## src/inc/sbst_pkg.sv

```systemverilog
package sbst_pkg;

   // ****************************************************************
   // scan register geometry
   // ****************************************************************
   localparam int unsigned IR_W      = 3;
   localparam int unsigned ID_W      = 32;
   localparam int unsigned BSR_W     = 109;
   localparam int unsigned TRI_CELL  = 108;
   localparam int unsigned RING_W    = 128;      // four bus words hold the ring image
   localparam int unsigned RING_PAD  = RING_W - BSR_W;
   localparam int unsigned RESET_TMS_EDGES = 5;  // tms high edges that always reach reset

   // ****************************************************************
   // instruction encodings
   // ****************************************************************
   localparam logic [2:0] INS_EXTEST  = 3'h0;
   localparam logic [2:0] INS_IDCODE  = 3'h1;
   localparam logic [2:0] INS_SAMPLEZ = 3'h2;
   localparam logic [2:0] INS_SAMPLE  = 3'h4;
   localparam logic [2:0] INS_BYPASS  = 3'h7;
   localparam logic [2:0] IR_CAPTURE  = 3'h1;    // low two bits 01 for path fault isolation

   // ****************************************************************
   // identification word
   // ****************************************************************
   localparam logic [2:0]  ID_REVISION = 3'h0;      // value is arbitrary
   localparam logic [16:0] ID_DEVICE   = 17'h0A5A5; // value is arbitrary
   localparam logic [10:0] ID_MAKER    = 11'h2AB;   // value is arbitrary
   localparam logic        ID_PRESENT  = 1'b1;
   localparam logic [31:0] IDCODE_VALUE = {ID_REVISION, ID_DEVICE, ID_MAKER, ID_PRESENT};

   // ****************************************************************
   // register map and bus answers
   // ****************************************************************
   localparam int unsigned ADDR_W       = 8;
   localparam logic [7:0] OFS_STATUS    = 8'h00;
   localparam logic [7:0] OFS_RING_IN   = 8'h10;
   localparam logic [7:0] OFS_PRELOAD   = 8'h20;
   localparam logic [7:0] OFS_GROUP     = 8'hF0;
   localparam logic [1:0] RESP_OKAY     = 2'h0;
   localparam logic [1:0] RESP_SLVERR   = 2'h2;
   localparam int unsigned ST_TAP_LSB   = 0;
   localparam int unsigned ST_IR_LSB    = 16;
   localparam int unsigned ST_QOE_BIT   = 19;
   localparam int unsigned ST_EXT_BIT   = 20;
   localparam int unsigned ST_TDOE_BIT  = 21;

   // ****************************************************************
   // test controller states, one-hot
   // ****************************************************************
   typedef enum logic [15:0] {
      TAP_RESET    = 16'h0001,
      TAP_IDLE     = 16'h0002,
      TAP_SEL_DR   = 16'h0004,
      TAP_CAP_DR   = 16'h0008,
      TAP_SHIFT_DR = 16'h0010,
      TAP_EX1_DR   = 16'h0020,
      TAP_PAUSE_DR = 16'h0040,
      TAP_EX2_DR   = 16'h0080,
      TAP_UPD_DR   = 16'h0100,
      TAP_SEL_IR   = 16'h0200,
      TAP_CAP_IR   = 16'h0400,
      TAP_SHIFT_IR = 16'h0800,
      TAP_EX1_IR   = 16'h1000,
      TAP_PAUSE_IR = 16'h2000,
      TAP_EX2_IR   = 16'h4000,
      TAP_UPD_IR   = 16'h8000
   } sbst_tap_t;

endpackage

```

## src/logic/sbst_tap.sv

```systemverilog
//Function
//- full standard test port state and instructions
//- sample inputs rising, change outputs falling
//- unconnected tms and tdi read high
//- shift in at msb, out lsb
//- tdo driven only while shifting
//- five tms-high edges reach reset state
//- power-up reset of test controller
//- instruction alone picks one data register
//- three-bit ir, loads identification on reset
//- capture-ir loads 01 in low bits
//- new instruction applied only at update-ir
//- one-bit bypass cleared at capture
//- boundary chain covers all pins
//- boundary instructions capture ring, then shift
//- identification captures hardwired 32-bit code
//- scan-floated instruction floats read outputs
//- sample snapshot, shift out while preloading
//- update-dr moves shift cells to latch
//- external test drives latched values out
//- cell 108 high enables read outputs
//- tristate latch resets low
//- identification 001, bypass 111
//- extest 000, scan-floated 010, sample 100
//- id word revision, type, maker, one
module sbst_tap
   import sbst_pkg::*;
(
   input  wire logic              MCLK,
   input  wire logic              RST,
   input  wire logic              TCK,
   input  wire logic              TMS,
   input  wire logic              TDI,
   output logic                   TDO,
   output logic                   TDO_OE,
   output logic                   Q_OE,
   output logic                   EXTEST_ON,
   input  wire logic [ADDR_W-1:0] S_AXI_AWADDR,
   input  wire logic              S_AXI_AWVALID,
   output logic                   S_AXI_AWREADY,
   input  wire logic [31:0]       S_AXI_WDATA,
   input  wire logic [3:0]        S_AXI_WSTRB,
   input  wire logic              S_AXI_WVALID,
   output logic                   S_AXI_WREADY,
   output logic [1:0]             S_AXI_BRESP,
   output logic                   S_AXI_BVALID,
   input  wire logic              S_AXI_BREADY,
   input  wire logic [ADDR_W-1:0] S_AXI_ARADDR,
   input  wire logic              S_AXI_ARVALID,
   output logic                   S_AXI_ARREADY,
   output logic [31:0]            S_AXI_RDATA,
   output logic [1:0]             S_AXI_RRESP,
   output logic                   S_AXI_RVALID,
   input  wire logic              S_AXI_RREADY
);

   // ****************************************************************
   // state of the whole block
   // ****************************************************************
   typedef struct packed {
      logic              tck_m;
      logic              tck_s;
      logic              tck_d;
      logic              tms_m;
      logic              tms_s;
      logic              tdi_m;
      logic              tdi_s;
      sbst_tap_t         tap;
      logic [IR_W-1:0]   ir;
      logic [IR_W-1:0]   ir_sh;
      logic              byp;
      logic [ID_W-1:0]   id_sh;
      logic [BSR_W-1:0]  bsr_sh;
      logic [BSR_W-1:0]  bsr_lat;
      logic              tdo;
      logic              tdo_oe;
      logic              q_oe;
      logic              ext;
      logic [RING_W-1:0] ring_in;
      logic              aw_full;
      logic              w_full;
      logic [ADDR_W-1:0] awaddr;
      logic [31:0]       wdata;
      logic [3:0]        wstrb;
      logic              awrdy;
      logic              wrdy;
      logic              bvalid;
      logic [1:0]        bresp;
      logic              arrdy;
      logic              rvalid;
      logic [31:0]       rdata;
      logic [1:0]        rresp;
   } sbst_state_t;

   sbst_state_t s_reg;
   sbst_state_t s_next;
   logic        tck_rise;
   logic        tck_fall;
   logic        shifting;
   logic        sel_bsr;
   logic        sel_id;

   // ****************************************************************
   // helper functions
   // ****************************************************************

   // standard sixteen-state walk, one step per tck rise
   function automatic sbst_tap_t tap_step(input sbst_tap_t st, input logic tms);
      case (st)
         TAP_RESET:    tap_step = tms ? TAP_RESET    : TAP_IDLE;
         TAP_IDLE:     tap_step = tms ? TAP_SEL_DR   : TAP_IDLE;
         TAP_SEL_DR:   tap_step = tms ? TAP_SEL_IR   : TAP_CAP_DR;
         TAP_CAP_DR:   tap_step = tms ? TAP_EX1_DR   : TAP_SHIFT_DR;
         TAP_SHIFT_DR: tap_step = tms ? TAP_EX1_DR   : TAP_SHIFT_DR;
         TAP_EX1_DR:   tap_step = tms ? TAP_UPD_DR   : TAP_PAUSE_DR;
         TAP_PAUSE_DR: tap_step = tms ? TAP_EX2_DR   : TAP_PAUSE_DR;
         TAP_EX2_DR:   tap_step = tms ? TAP_UPD_DR   : TAP_SHIFT_DR;
         TAP_UPD_DR:   tap_step = tms ? TAP_SEL_DR   : TAP_IDLE;
         TAP_SEL_IR:   tap_step = tms ? TAP_RESET    : TAP_CAP_IR;
         TAP_CAP_IR:   tap_step = tms ? TAP_EX1_IR   : TAP_SHIFT_IR;
         TAP_SHIFT_IR: tap_step = tms ? TAP_EX1_IR   : TAP_SHIFT_IR;
         TAP_EX1_IR:   tap_step = tms ? TAP_UPD_IR   : TAP_PAUSE_IR;
         TAP_PAUSE_IR: tap_step = tms ? TAP_EX2_IR   : TAP_PAUSE_IR;
         TAP_EX2_IR:   tap_step = tms ? TAP_UPD_IR   : TAP_SHIFT_IR;
         TAP_UPD_IR:   tap_step = tms ? TAP_SEL_DR   : TAP_IDLE;
         default:      tap_step = TAP_RESET;
      endcase
   endfunction

   // boundary chain owns the path under these three codes
   function automatic logic is_boundary(input logic [IR_W-1:0] ins);
      is_boundary = (ins == INS_EXTEST) || (ins == INS_SAMPLE) || (ins == INS_SAMPLEZ);
   endfunction

   // one 32-bit word out of a 128-bit ring image
   function automatic logic [31:0] ring_word(input logic [RING_W-1:0] v, input logic [1:0] idx);
      ring_word = v[{idx, 5'h00} +: 32];
   endfunction

   // byte-lane merge for bus writes
   function automatic logic [31:0] merge(input logic [31:0] old, input logic [31:0] nw,
                                         input logic [3:0] strb);
      logic [31:0] r;
      r = old;
      for (int b = 0; b < 4; b++) begin
         if (strb[b]) begin
            r[b*8 +: 8] = nw[b*8 +: 8];
         end
      end
      merge = r;
   endfunction

   // value every field takes at power-up
   function automatic sbst_state_t reset_state();
      sbst_state_t r;
      r         = '0;
      r.tap     = TAP_RESET;
      r.ir      = INS_IDCODE;
      r.tms_m   = 1'b1;
      r.tms_s   = 1'b1;
      r.tdi_m   = 1'b1;
      r.tdi_s   = 1'b1;
      r.q_oe    = 1'b1;
      r.awrdy   = 1'b1;
      r.wrdy    = 1'b1;
      r.arrdy   = 1'b1;
      reset_state = r;
   endfunction

   // ****************************************************************
   // tck edge finding and path selection
   // ****************************************************************

   // edges come from the second and third stages, never the first
   assign tck_rise = s_reg.tck_s & ~s_reg.tck_d;
   assign tck_fall = ~s_reg.tck_s & s_reg.tck_d;
   assign shifting = (s_reg.tap == TAP_SHIFT_DR) || (s_reg.tap == TAP_SHIFT_IR);
   // reserved codes fall back to bypass so the chain never breaks
   assign sel_bsr  = is_boundary(s_reg.ir);
   assign sel_id   = (s_reg.ir == INS_IDCODE);

   // ****************************************************************
   // next-state logic
   // ****************************************************************
   always_comb begin
      s_next = s_reg;

      // two-flop synchronisers; pads idle high so a floating pin rests in reset
      s_next.tck_m = TCK;
      s_next.tck_s = s_reg.tck_m;
      s_next.tck_d = s_reg.tck_s;
      s_next.tms_m = TMS;
      s_next.tms_s = s_reg.tms_m;
      s_next.tdi_m = TDI;
      s_next.tdi_s = s_reg.tdi_m;

      // rising tck: step the controller, capture and shift
      if (tck_rise) begin
         s_next.tap = tap_step(s_reg.tap, s_reg.tms_s);
         case (s_reg.tap)
            TAP_CAP_IR: begin
               s_next.ir_sh = IR_CAPTURE;
            end
            TAP_SHIFT_IR: begin
               s_next.ir_sh = {s_reg.tdi_s, s_reg.ir_sh[IR_W-1:1]};
            end
            TAP_CAP_DR: begin
               if (sel_bsr) begin
                  s_next.bsr_sh = s_reg.ring_in[BSR_W-1:0];
               end else if (sel_id) begin
                  s_next.id_sh = IDCODE_VALUE;
               end else begin
                  s_next.byp = 1'b0;
               end
            end
            TAP_SHIFT_DR: begin
               if (sel_bsr) begin
                  s_next.bsr_sh = {s_reg.tdi_s, s_reg.bsr_sh[BSR_W-1:1]};
               end else if (sel_id) begin
                  s_next.id_sh = {s_reg.tdi_s, s_reg.id_sh[ID_W-1:1]};
               end else begin
                  s_next.byp = s_reg.tdi_s;
               end
            end
            default: begin
            end
         endcase
      end

      // falling tck: drive tdo and apply updates
      if (tck_fall) begin
         s_next.tdo_oe = shifting;
         if (s_reg.tap == TAP_SHIFT_IR) begin
            s_next.tdo = s_reg.ir_sh[0];
         end else if (sel_bsr) begin
            s_next.tdo = s_reg.bsr_sh[0];
         end else if (sel_id) begin
            s_next.tdo = s_reg.id_sh[0];
         end else begin
            s_next.tdo = s_reg.byp;
         end
         if (s_reg.tap == TAP_UPD_IR) begin
            s_next.ir = s_reg.ir_sh;
         end
         if ((s_reg.tap == TAP_UPD_DR) && sel_bsr) begin
            s_next.bsr_lat = s_reg.bsr_sh;
         end
      end

      // reset state holds identification and a low tristate cell
      if (s_reg.tap == TAP_RESET) begin
         s_next.ir                = INS_IDCODE;
         s_next.bsr_lat[TRI_CELL] = 1'b0;
      end

      // output bus control follows the instruction now in force
      s_next.ext = (s_next.ir == INS_EXTEST);
      if (s_next.ir == INS_EXTEST) begin
         s_next.q_oe = s_next.bsr_lat[TRI_CELL];
      end else if (s_next.ir == INS_SAMPLEZ) begin
         s_next.q_oe = 1'b0;
      end else begin
         s_next.q_oe = 1'b1;
      end

      // bus write: address and data taken in either order
      if (S_AXI_AWVALID && s_reg.awrdy) begin
         s_next.aw_full = 1'b1;
         s_next.awaddr  = S_AXI_AWADDR;
      end
      if (S_AXI_WVALID && s_reg.wrdy) begin
         s_next.w_full = 1'b1;
         s_next.wdata  = S_AXI_WDATA;
         s_next.wstrb  = S_AXI_WSTRB;
      end
      if (s_reg.bvalid && S_AXI_BREADY) begin
         s_next.bvalid = 1'b0;
      end
      if (s_reg.aw_full && s_reg.w_full && !s_reg.bvalid) begin
         s_next.aw_full = 1'b0;
         s_next.w_full  = 1'b0;
         s_next.bvalid  = 1'b1;
         if ((s_reg.awaddr & OFS_GROUP) == OFS_RING_IN) begin
            s_next.ring_in[{s_reg.awaddr[3:2], 5'h00} +: 32] =
               merge(ring_word(s_reg.ring_in, s_reg.awaddr[3:2]), s_reg.wdata, s_reg.wstrb);
            s_next.bresp = RESP_OKAY;
         end else begin
            s_next.bresp = RESP_SLVERR;
         end
      end
      s_next.awrdy = !s_next.aw_full;
      s_next.wrdy  = !s_next.w_full;

      // bus read: one answer at a time, unmapped reads give slverr and zero
      if (s_reg.rvalid && S_AXI_RREADY) begin
         s_next.rvalid = 1'b0;
      end
      if (S_AXI_ARVALID && s_reg.arrdy) begin
         s_next.rvalid = 1'b1;
         s_next.rresp  = RESP_OKAY;
         s_next.rdata  = 32'h00000000;
         if (S_AXI_ARADDR == OFS_STATUS) begin
            s_next.rdata[ST_TAP_LSB +: 16]  = s_reg.tap;
            s_next.rdata[ST_IR_LSB +: IR_W] = s_reg.ir;
            s_next.rdata[ST_QOE_BIT]        = s_reg.q_oe;
            s_next.rdata[ST_EXT_BIT]        = s_reg.ext;
            s_next.rdata[ST_TDOE_BIT]       = s_reg.tdo_oe;
         end else if ((S_AXI_ARADDR & OFS_GROUP) == OFS_RING_IN) begin
            s_next.rdata = ring_word({{RING_PAD{1'b0}}, s_reg.ring_in[BSR_W-1:0]}, S_AXI_ARADDR[3:2]);
         end else if ((S_AXI_ARADDR & OFS_GROUP) == OFS_PRELOAD) begin
            s_next.rdata = ring_word({{RING_PAD{1'b0}}, s_reg.bsr_lat}, S_AXI_ARADDR[3:2]);
         end else begin
            s_next.rresp = RESP_SLVERR;
         end
      end
      s_next.arrdy = !s_next.rvalid;

      // synchronous power-up reset of everything
      if (RST) begin
         s_next = reset_state();
      end
   end

   // ****************************************************************
   // state register and outputs
   // ****************************************************************
   always_ff @(posedge MCLK) begin
      s_reg <= s_next;
   end

   assign TDO           = s_reg.tdo;
   assign TDO_OE        = s_reg.tdo_oe;
   assign Q_OE          = s_reg.q_oe;
   assign EXTEST_ON     = s_reg.ext;
   assign S_AXI_AWREADY = s_reg.awrdy;
   assign S_AXI_WREADY  = s_reg.wrdy;
   assign S_AXI_BVALID  = s_reg.bvalid;
   assign S_AXI_BRESP   = s_reg.bresp;
   assign S_AXI_ARREADY = s_reg.arrdy;
   assign S_AXI_RVALID  = s_reg.rvalid;
   assign S_AXI_RDATA   = s_reg.rdata;
   assign S_AXI_RRESP   = s_reg.rresp;

   // ****************************************************************
   // checks
   // ****************************************************************

   // helper: consecutive tck rises with tms high, saturating
   logic [2:0] hi_cnt;
   logic       in_reset;
   assign in_reset = (s_reg.tap == TAP_RESET);
   always_ff @(posedge MCLK) begin
      if (RST) begin
         hi_cnt <= 3'h0;
      end else if (tck_rise) begin
         hi_cnt <= !s_reg.tms_s ? 3'h0 : (hi_cnt == 3'(RESET_TMS_EDGES)) ? hi_cnt : hi_cnt + 3'h1;
      end
   end
endmodule

```

## config.mk

```make
export PLATFORM = sky130hd
export DESIGN_NAME = sbst_tap
export DESIGN_NICKNAME = d
export VERILOG_FILES = /design/src/inc/sbst_pkg.sv /design/src/logic/sbst_tap.sv
export SDC_FILE = /design/constraint.sdc
export NUM_CORES = 1
export LEC_CHECK = 0
export ABC_AREA = 1
export BUFFER_PORTS_ARGS = -buffer_cell sky130_fd_sc_hd__buf_2
export CAP_MARGIN = 5
export CORE_ASPECT_RATIO = 1.2
export CORE_UTILIZATION = 40
export DETAILED_ROUTE_END_ITERATION = 8
export MAX_ROUTING_LAYER = met4
export PLACE_DENSITY_LB_ADDON = 0.25
export SYNTH_ARGS = -nofsm -noshare
export SYNTH_HDL_FRONTEND = slang
export SYNTH_SLANG_ARGS = --single-unit
```

## constraint.sdc

```tcl
create_clock -name MCLK -period 2.6 [get_ports MCLK]
set_input_delay 0.39 -clock MCLK [delete_from_list [all_inputs] [get_ports MCLK]]
set_output_delay 0.39 -clock MCLK [all_outputs]
set_load 0.01 [all_outputs]
```

==> reports/summary.txt, run 1 <==
status - finished, final reports clean
Slew Viols, Final - 0
worst path cell trace - nor2_2 -> nand2_2 -> nor2_1 -> nand2_8 -> nand2_4 -> buf_4 -> nand2_1 -> nor2_1 -> nand2_1 -> nand2_1 -> nor2_1
Req. time, crit path - 3.11 ns
endpoints failing setup - 0
P_sw - 4.221 mW
Post-synth EDFFs - 0
leading area contributor after synthesis - dfxtp_1
Die X-Extent - 227.5 um
cell-internal power - 13.04 mW
Skew-Pair Late Insertion Delay - 0.62 ns
Max Cap Viol - 0
worst r2r src - s_reg[478]$_SDFFE_PP0P_
register area share after synthesis - 0.4062
DIE HEIGHT - 272.5 um
most frequent cells after synthesis - nand2_1 (953), dfxtp_1 (495), nor2_1 (377), inv_1 (375), a21oi_1 (276)
Initial Utilization - 0.4069
Worst Tran Pin Value - 0.8231 ns
largest net degree at the start of global routing - 140
setup ws final - 0.2206 ns
utilization after layout - 0.4534
GRT overflow - 0
WL final - 72.05 mm
top post-synthesis cells by area - dfxtp_1 (41%), nand2_1 (15%), nor2_1 (5.8%)
Area Overhead vs Synth - 11.43%
predominant post-synthesis flop cell - dfxtp_1
Avg WL per Cell - 16.43 um
critical path startpoint - s_reg[478]$_SDFFE_PP0P_
Synth top area share - 0.4062
Tot GR Track Use - 0.2373
# IOs - 107
die area - 0.06199 mm2
logic gate share of total power - 0.067
crit end category - register
First DRT Iteration DRCs - 2098
minimum hold slack - 0.02461 ns
leakage power - 10.58 nW
Multi-input gate area - 0.01158 mm2
antenna diode count - 0
row count - 98
critical path's top delay family - simple AND/OR/NAND/NOR gates
power per cell area - 634.9 mW/mm2
Nets - 3609
Clk pwr share - 0.485
vias per inst - 5.150
CTS buffer count - 54
HPWL Detailed - 44.98 mm
Setup CP Type - reg2reg
Place WS - 0.2370 ns
Largest register FFs - 452
synthesized cell area - 0.02440 mm2
VDD IR max - 0.4710 mV
# port buffers - 102
Arr. time, crit path - 2.89 ns
first-pass GRT wire length - 114.2 mm
Hold Vio Cnt, Final - 0
period utilization - 0.9151
CP bufs+invs - 1
cell count after synthesis - 3618
vias in the first global route - 20240
Reg power frac - 0.448
CTS clk-pin slew, worst paths - 0.06 ns
Crit-path slowest cell - buf_4
average size of a mapped cell - 6.743 um2
post-route setup TNS - 0 ns
core region area - 0.05996 mm2
count leader, synth - nand2_1
Pre-Repair DR Iteration Count - 5
min cycle time layout - 2.379 ns
Remaining DRCs - 0
unique cell type count in the Yosys netlist - 36
Slew HR - 0.4513
unrepaired setup endpoints after global routing - no
htree depth - 2
Antenna Nets Post-Route - 0
Net Sw Frac - 0.2445
maximum clock rate - 0.4203 GHz
via count - 22580
worst hold path startpoint - S_AXI_AWADDR[6]
initial antenna violation count - 1
CTS root buf - clkbuf_16
Setup Skew - 0.01816 ns
CP max FO - 65
Ys Warns - 0
Startpoint Class - register
CP peak stage delay - 0.35 ns
RD Place Congestion - 0.8394
sequential cell area - 0.009915 mm2
CTS Buffer Depth - 3
path type of the worst min-delay path - in2reg
share of cells above drive strength 1 - 0.1010
CTS tree - done
# fillers - 6259
Seq cells post-synth - 495
# clock sinks - 495
async set-or-reset flop fraction in the synthesized netlist - 0
-- power by group through the flow --
| stage | Clock, mW | Sequential, mW | Combinational [mW] |
|---|---|---|---|
| after floorplan | 0 | 7.88 | 0.787 |
| after global placement | 0 | 7.90 | 1.14 |
| after detailed placement | 0 | 7.90 | 1.14 |
| after CTS | 8.56 | 7.73 | 1.15 |
| after global routing | 8.85 | 7.74 | 1.28 |
| final | 8.38 | 7.73 | 1.15 |
-- layer usage --
metal	wire length (um)	track usage
met2	30930	0.3420
met4	1300	0.05193
met5	0	-
met1	34720	0.3517
met3	5089	0.02720
-- worst register-to-register path, stage by stage, from the launching register on --
cell     delay, ns
dfxtp_1       0.34
nor2_2        0.18
nand2_2       0.12
nor2_1        0.30
nand2_8       0.32
nand2_4       0.24
buf_4         0.35
nand2_1       0.11
nor2_1        0.13
nand2_1       0.06
nand2_1       0.06
nor2_1        0.05
-- through the flow --
step | power, mW | cells | area [um2]
global route | 17.87 | 4385 | 27190
global placement | 9.043 | 4281 | 25210
finish | 17.26 | 4385 | 27190
floorplan | 8.670 | 3619 | 24400
CTS | 17.45 | 4385 | 27190
detailed placement | 9.046 | 4281 | 25210
-- path summary, 6_finish.rpt --
path                             endpoint  slack, ns  cells past startpoint
hold / removal     s_reg[83]$_SDFFE_PP0P_       0.02                      3
setup / recovery  s_reg[469]$_SDFFE_PP0P_       0.22                     11
setup reg to reg  s_reg[469]$_SDFFE_PP0P_       0.22                     11
hold reg to reg     s_reg[492]$_SDFF_PP1_       0.41                      1
-- placed cells by master, fill, tap and decap left out, types with 3 or more instances in the layout --
cell and instances:
nor2_1 375, inv_2 4, a211oi_2 20, o211ai_1 57, o22ai_1 10, nor3_1 80
or2_2 19, bufinv_16 9, nor3_2 31, nand2_4 3, nand3_1 87, inv_1 374
ha_1 5, buf_2 100, a211oi_1 88, o31ai_1 18, nand4_1 97, nand2_1 952
buf_12 19, clkinv_1 5, o21ai_0 261, nand2_2 5, buf_4 48, dlygate4sd3_1 5
a21oi_1 276, clkinv_2 8, clkinvlp_4 5, clkbuf_1 9, o221ai_1 13, nor2_2 13
clkbuf_16 55, dfxtp_1 493, clkbuf_8 10, a31oi_1 13
-- kinds of logic (layout without fill, tap and decap cells) --
kind of cell               after synthesis  count (layout)  synth area share
AOI/OAI and AO/OA                      758             758            0.1816
adders and majority gates                5               5          0.002564
buffers and inverters                  691             657            0.1209
DFF                                    495             495            0.4062
other                                    1               2         0.0001537
and+or+nand+nor                       1668            1668            0.2885
-- area by class of cell --
type                            count  share of cell area
Clock buffer                       74             0.05693
Timing Repair Buffer              173             0.04805
Clock inverter                     25             0.01404
Inverter                          385             0.05334
Tap cell                          800             0.03682
Multi-Input combinational cell   2433              0.4261
Sequential cell                   495              0.3647
-- timing repair --
item	CTS	global route
buffers inserted	0	0
endpoints found under the hold margin	5	0
resized for setup	0	0
hold buffers	5	0
(Power assumes the default switching activity.)
==> inputs of run 2 (changes only) <==
ABC_AREA = unset   (was 1)
PLACE_DENSITY = 0.57   (was unset)
PLACE_DENSITY_LB_ADDON = unset   (was 0.25)
==> reports/summary.txt, run 2 <==
Avg WL per Cell - 18.77 um
share of cells above drive strength 1 - 0.1513
path type of the worst min-delay path - in2reg
die area - 0.05478 mm2
commonest non-fill, non-tap cells in the layout - nand2_1 (601), dfxtp_1 (493), nor2_1 (294), a21oi_1 (204), a22oi_1 (166)
largest net degree at the start of global routing - 125
row count - 92
Req. time, crit path - 3.07 ns
Synth top area share - 0.4601
RD Place Congestion - 0.8961
CTS tree - done
worst r2r src - s_reg[482]$_SDFFE_PP0P_
Reg2Reg Depth - 5
status - finished, final reports clean
Ys Warns - 0
Skew-Pair Late Insertion Delay - 0.60 ns
Setup Skew - 0.01977 ns
Hold Vio Cnt, Final - 0
CTS clk-pin slew, worst paths - 0.06 ns
period utilization - 0.8978
utilization after layout - 0.4613
async set-or-reset flop fraction in the synthesized netlist - 0
cell-internal power - 12.32 mW
# IOs - 107
maximum clock rate - 0.4284 GHz
WL final - 60.53 mm
Remaining DRCs - 0
most frequent cells after synthesis - nand2_1 (601), dfxtp_1 (495), nor2_1 (294), a21oi_1 (204), clkbuf_1 (168)
CP max FO - 9
critical path startpoint - s_reg[482]$_SDFFE_PP0P_
predominant post-synthesis flop cell - dfxtp_1
vias in the first global route - 17380
Largest register FFs - 452
Place WS - 0.2841 ns
CTS Buffer Depth - 3
unique cell type count in the Yosys netlist - 56
# clock sinks - 495
endpoints failing setup - 0
worst hold path startpoint - TCK
Die X-Extent - 213.8 um
Tot GR Track Use - 0.2277
htree depth - 2
average size of a mapped cell - 8.550 um2
leading area contributor after synthesis - dfxtp_1
first-pass GRT wire length - 96.39 mm
Seq cells post-synth - 495
FF-to-FF setup slack - 0.27 ns
post-route setup TNS - 0 ns
Slew HR - 0.5647
crit end category - register
synthesized cell area - 0.02154 mm2
Hold Path Stages - 2
core region area - 0.05284 mm2
First DRT Iteration DRCs - 1460
power per cell area - 650.4 mW/mm2
Worst Tran Pin Value - 0.6520 ns
cell count after synthesis - 2519
dpl cells - 3131
count leader, synth - nand2_1
Antenna Nets Post-Route - 0
CTS root buf - clkbuf_16
DIE HEIGHT - 256.2 um
# port buffers - 102
Reg power frac - 0.488
top post-synthesis cells by area - dfxtp_1 (46%), nand2_1 (10%), mux4_2 (6.1%)
Net Sw Frac - 0.2225
Finished Layout Cells - 3224
setup ws final - 0.2657 ns
logic gate share of total power - 0.044
initial antenna violation count - 1
Initial Utilization - 0.4076
Nets - 2550
CTS buffer count - 51
vias per inst - 5.625
Slew Viols, Final - 0
Max Cap Viol - 0
HPWL Detailed - 38.92 mm
Area Overhead vs Synth - 13.15%
min cycle time layout - 2.334 ns
Startpoint Class - register
unrepaired setup endpoints after global routing - no
leakage power - 8.015 nW
hold endpoint - s_reg[498]$_SDFF_PP0_
Setup CP Type - reg2reg
Clk pwr share - 0.468
most common cell after layout, fill and taps aside - nand2_1
reg2reg end - Q_OE$_SDFF_PP1_
register area share after synthesis - 0.4601
GRT overflow - 0
Pre-Repair DR Iteration Count - 5
post-CTS setup buffer count - 0
VDD IR max - 0.4414 mV
Post-synth EDFFs - 0
Arr. time, crit path - 2.81 ns
via count - 18140
Final Total Pwr - 15.85 mW
P_sw - 3.527 mW
==> run 2: routing by layer <==
metal	track usage	share of wire	wire, um
met4	0.08056	0.027	1655
met1	0.2924	0.44	26560
met2	0.3632	0.48	28950
met3	0.03282	0.056	3369
met5	-	0	0
==> run 2: area by class of cell <==
cell class	count	area, um2
inverters	8	30.03
diodes	1	2.502
fillers	5064	28460
clock inverters	8	115.1
repair buffers	173	1366
well taps	705	882.1
flip-flops and latches	495	9912
multi-input cells	1754	10490
clock buffers	80	1578
==> run 2: worst max path at each step <==
stage,endpoint,depth (start not counted),slack (ns)
after floorplan,s_reg[184]$_SDFFE_PP0P_,8,0.20
after global placement,Q_OE$_SDFF_PP1_,5,0.31
after detailed placement,Q_OE$_SDFF_PP1_,5,0.28
after CTS,Q_OE$_SDFF_PP1_,5,0.25
after global routing,s_reg[231]$_SDFFE_PP0P_,6,0.06
final,Q_OE$_SDFF_PP1_,5,0.27
==> run 2: repair_timing <==
action / 4_1_cts / 5_1_grt
hold buffers: 4 / 0
hold endpoints to repair: 4 / 0
resized for setup: 0 / 0
==> run 2: cell families (layout without fill, tap and decap cells) <==
kind of cell | after synthesis | count (layout) | share of synthesized area
AND/OR/NAND/NOR | 1042 | 1042 | 0.2008
AO/OA/AOI/OAI | 564 | 564 | 0.1770
flip-flops | 495 | 495 | 0.4601
buffers and inverters | 271 | 269 | 0.05705
multiplexers | 133 | 133 | 0.09870
XOR/XNOR | 7 | 7 | 0.002847
adder cells (fa/ha/maj) | 6 | 6 | 0.003369
other | 1 | 3 | 0.0001741
==> run 2: critical path: stages, from the launching register on <==
cell and delay [ns]:
dfxtp_1 0.41, nor3_4 0.42, nand4_2 0.31, or3_4 0.50
mux2_4 0.33, a211o_1 0.26
==> run 2: metrics by stage <==
stage / hold WS, ns / area [um2]
final: 0.02306 / 24370
after global routing: 0.006857 / 24370
after CTS: 0.0001731 / 24370
after detailed placement: 0.4043 / 22640
after global placement: 0.4063 / 22640
after floorplan: 0.3895 / 21540
==> run 2: power by group through the flow <==
stage / combinational [mW] / sequential [mW] / clock, mW
global placement: 0.694 / 7.90 / 0
floorplan: 0.453 / 7.85 / 0
finish: 0.700 / 7.73 / 7.42
detailed placement: 0.699 / 7.90 / 0
CTS: 0.706 / 7.73 / 7.58
global route: 0.761 / 7.73 / 7.90
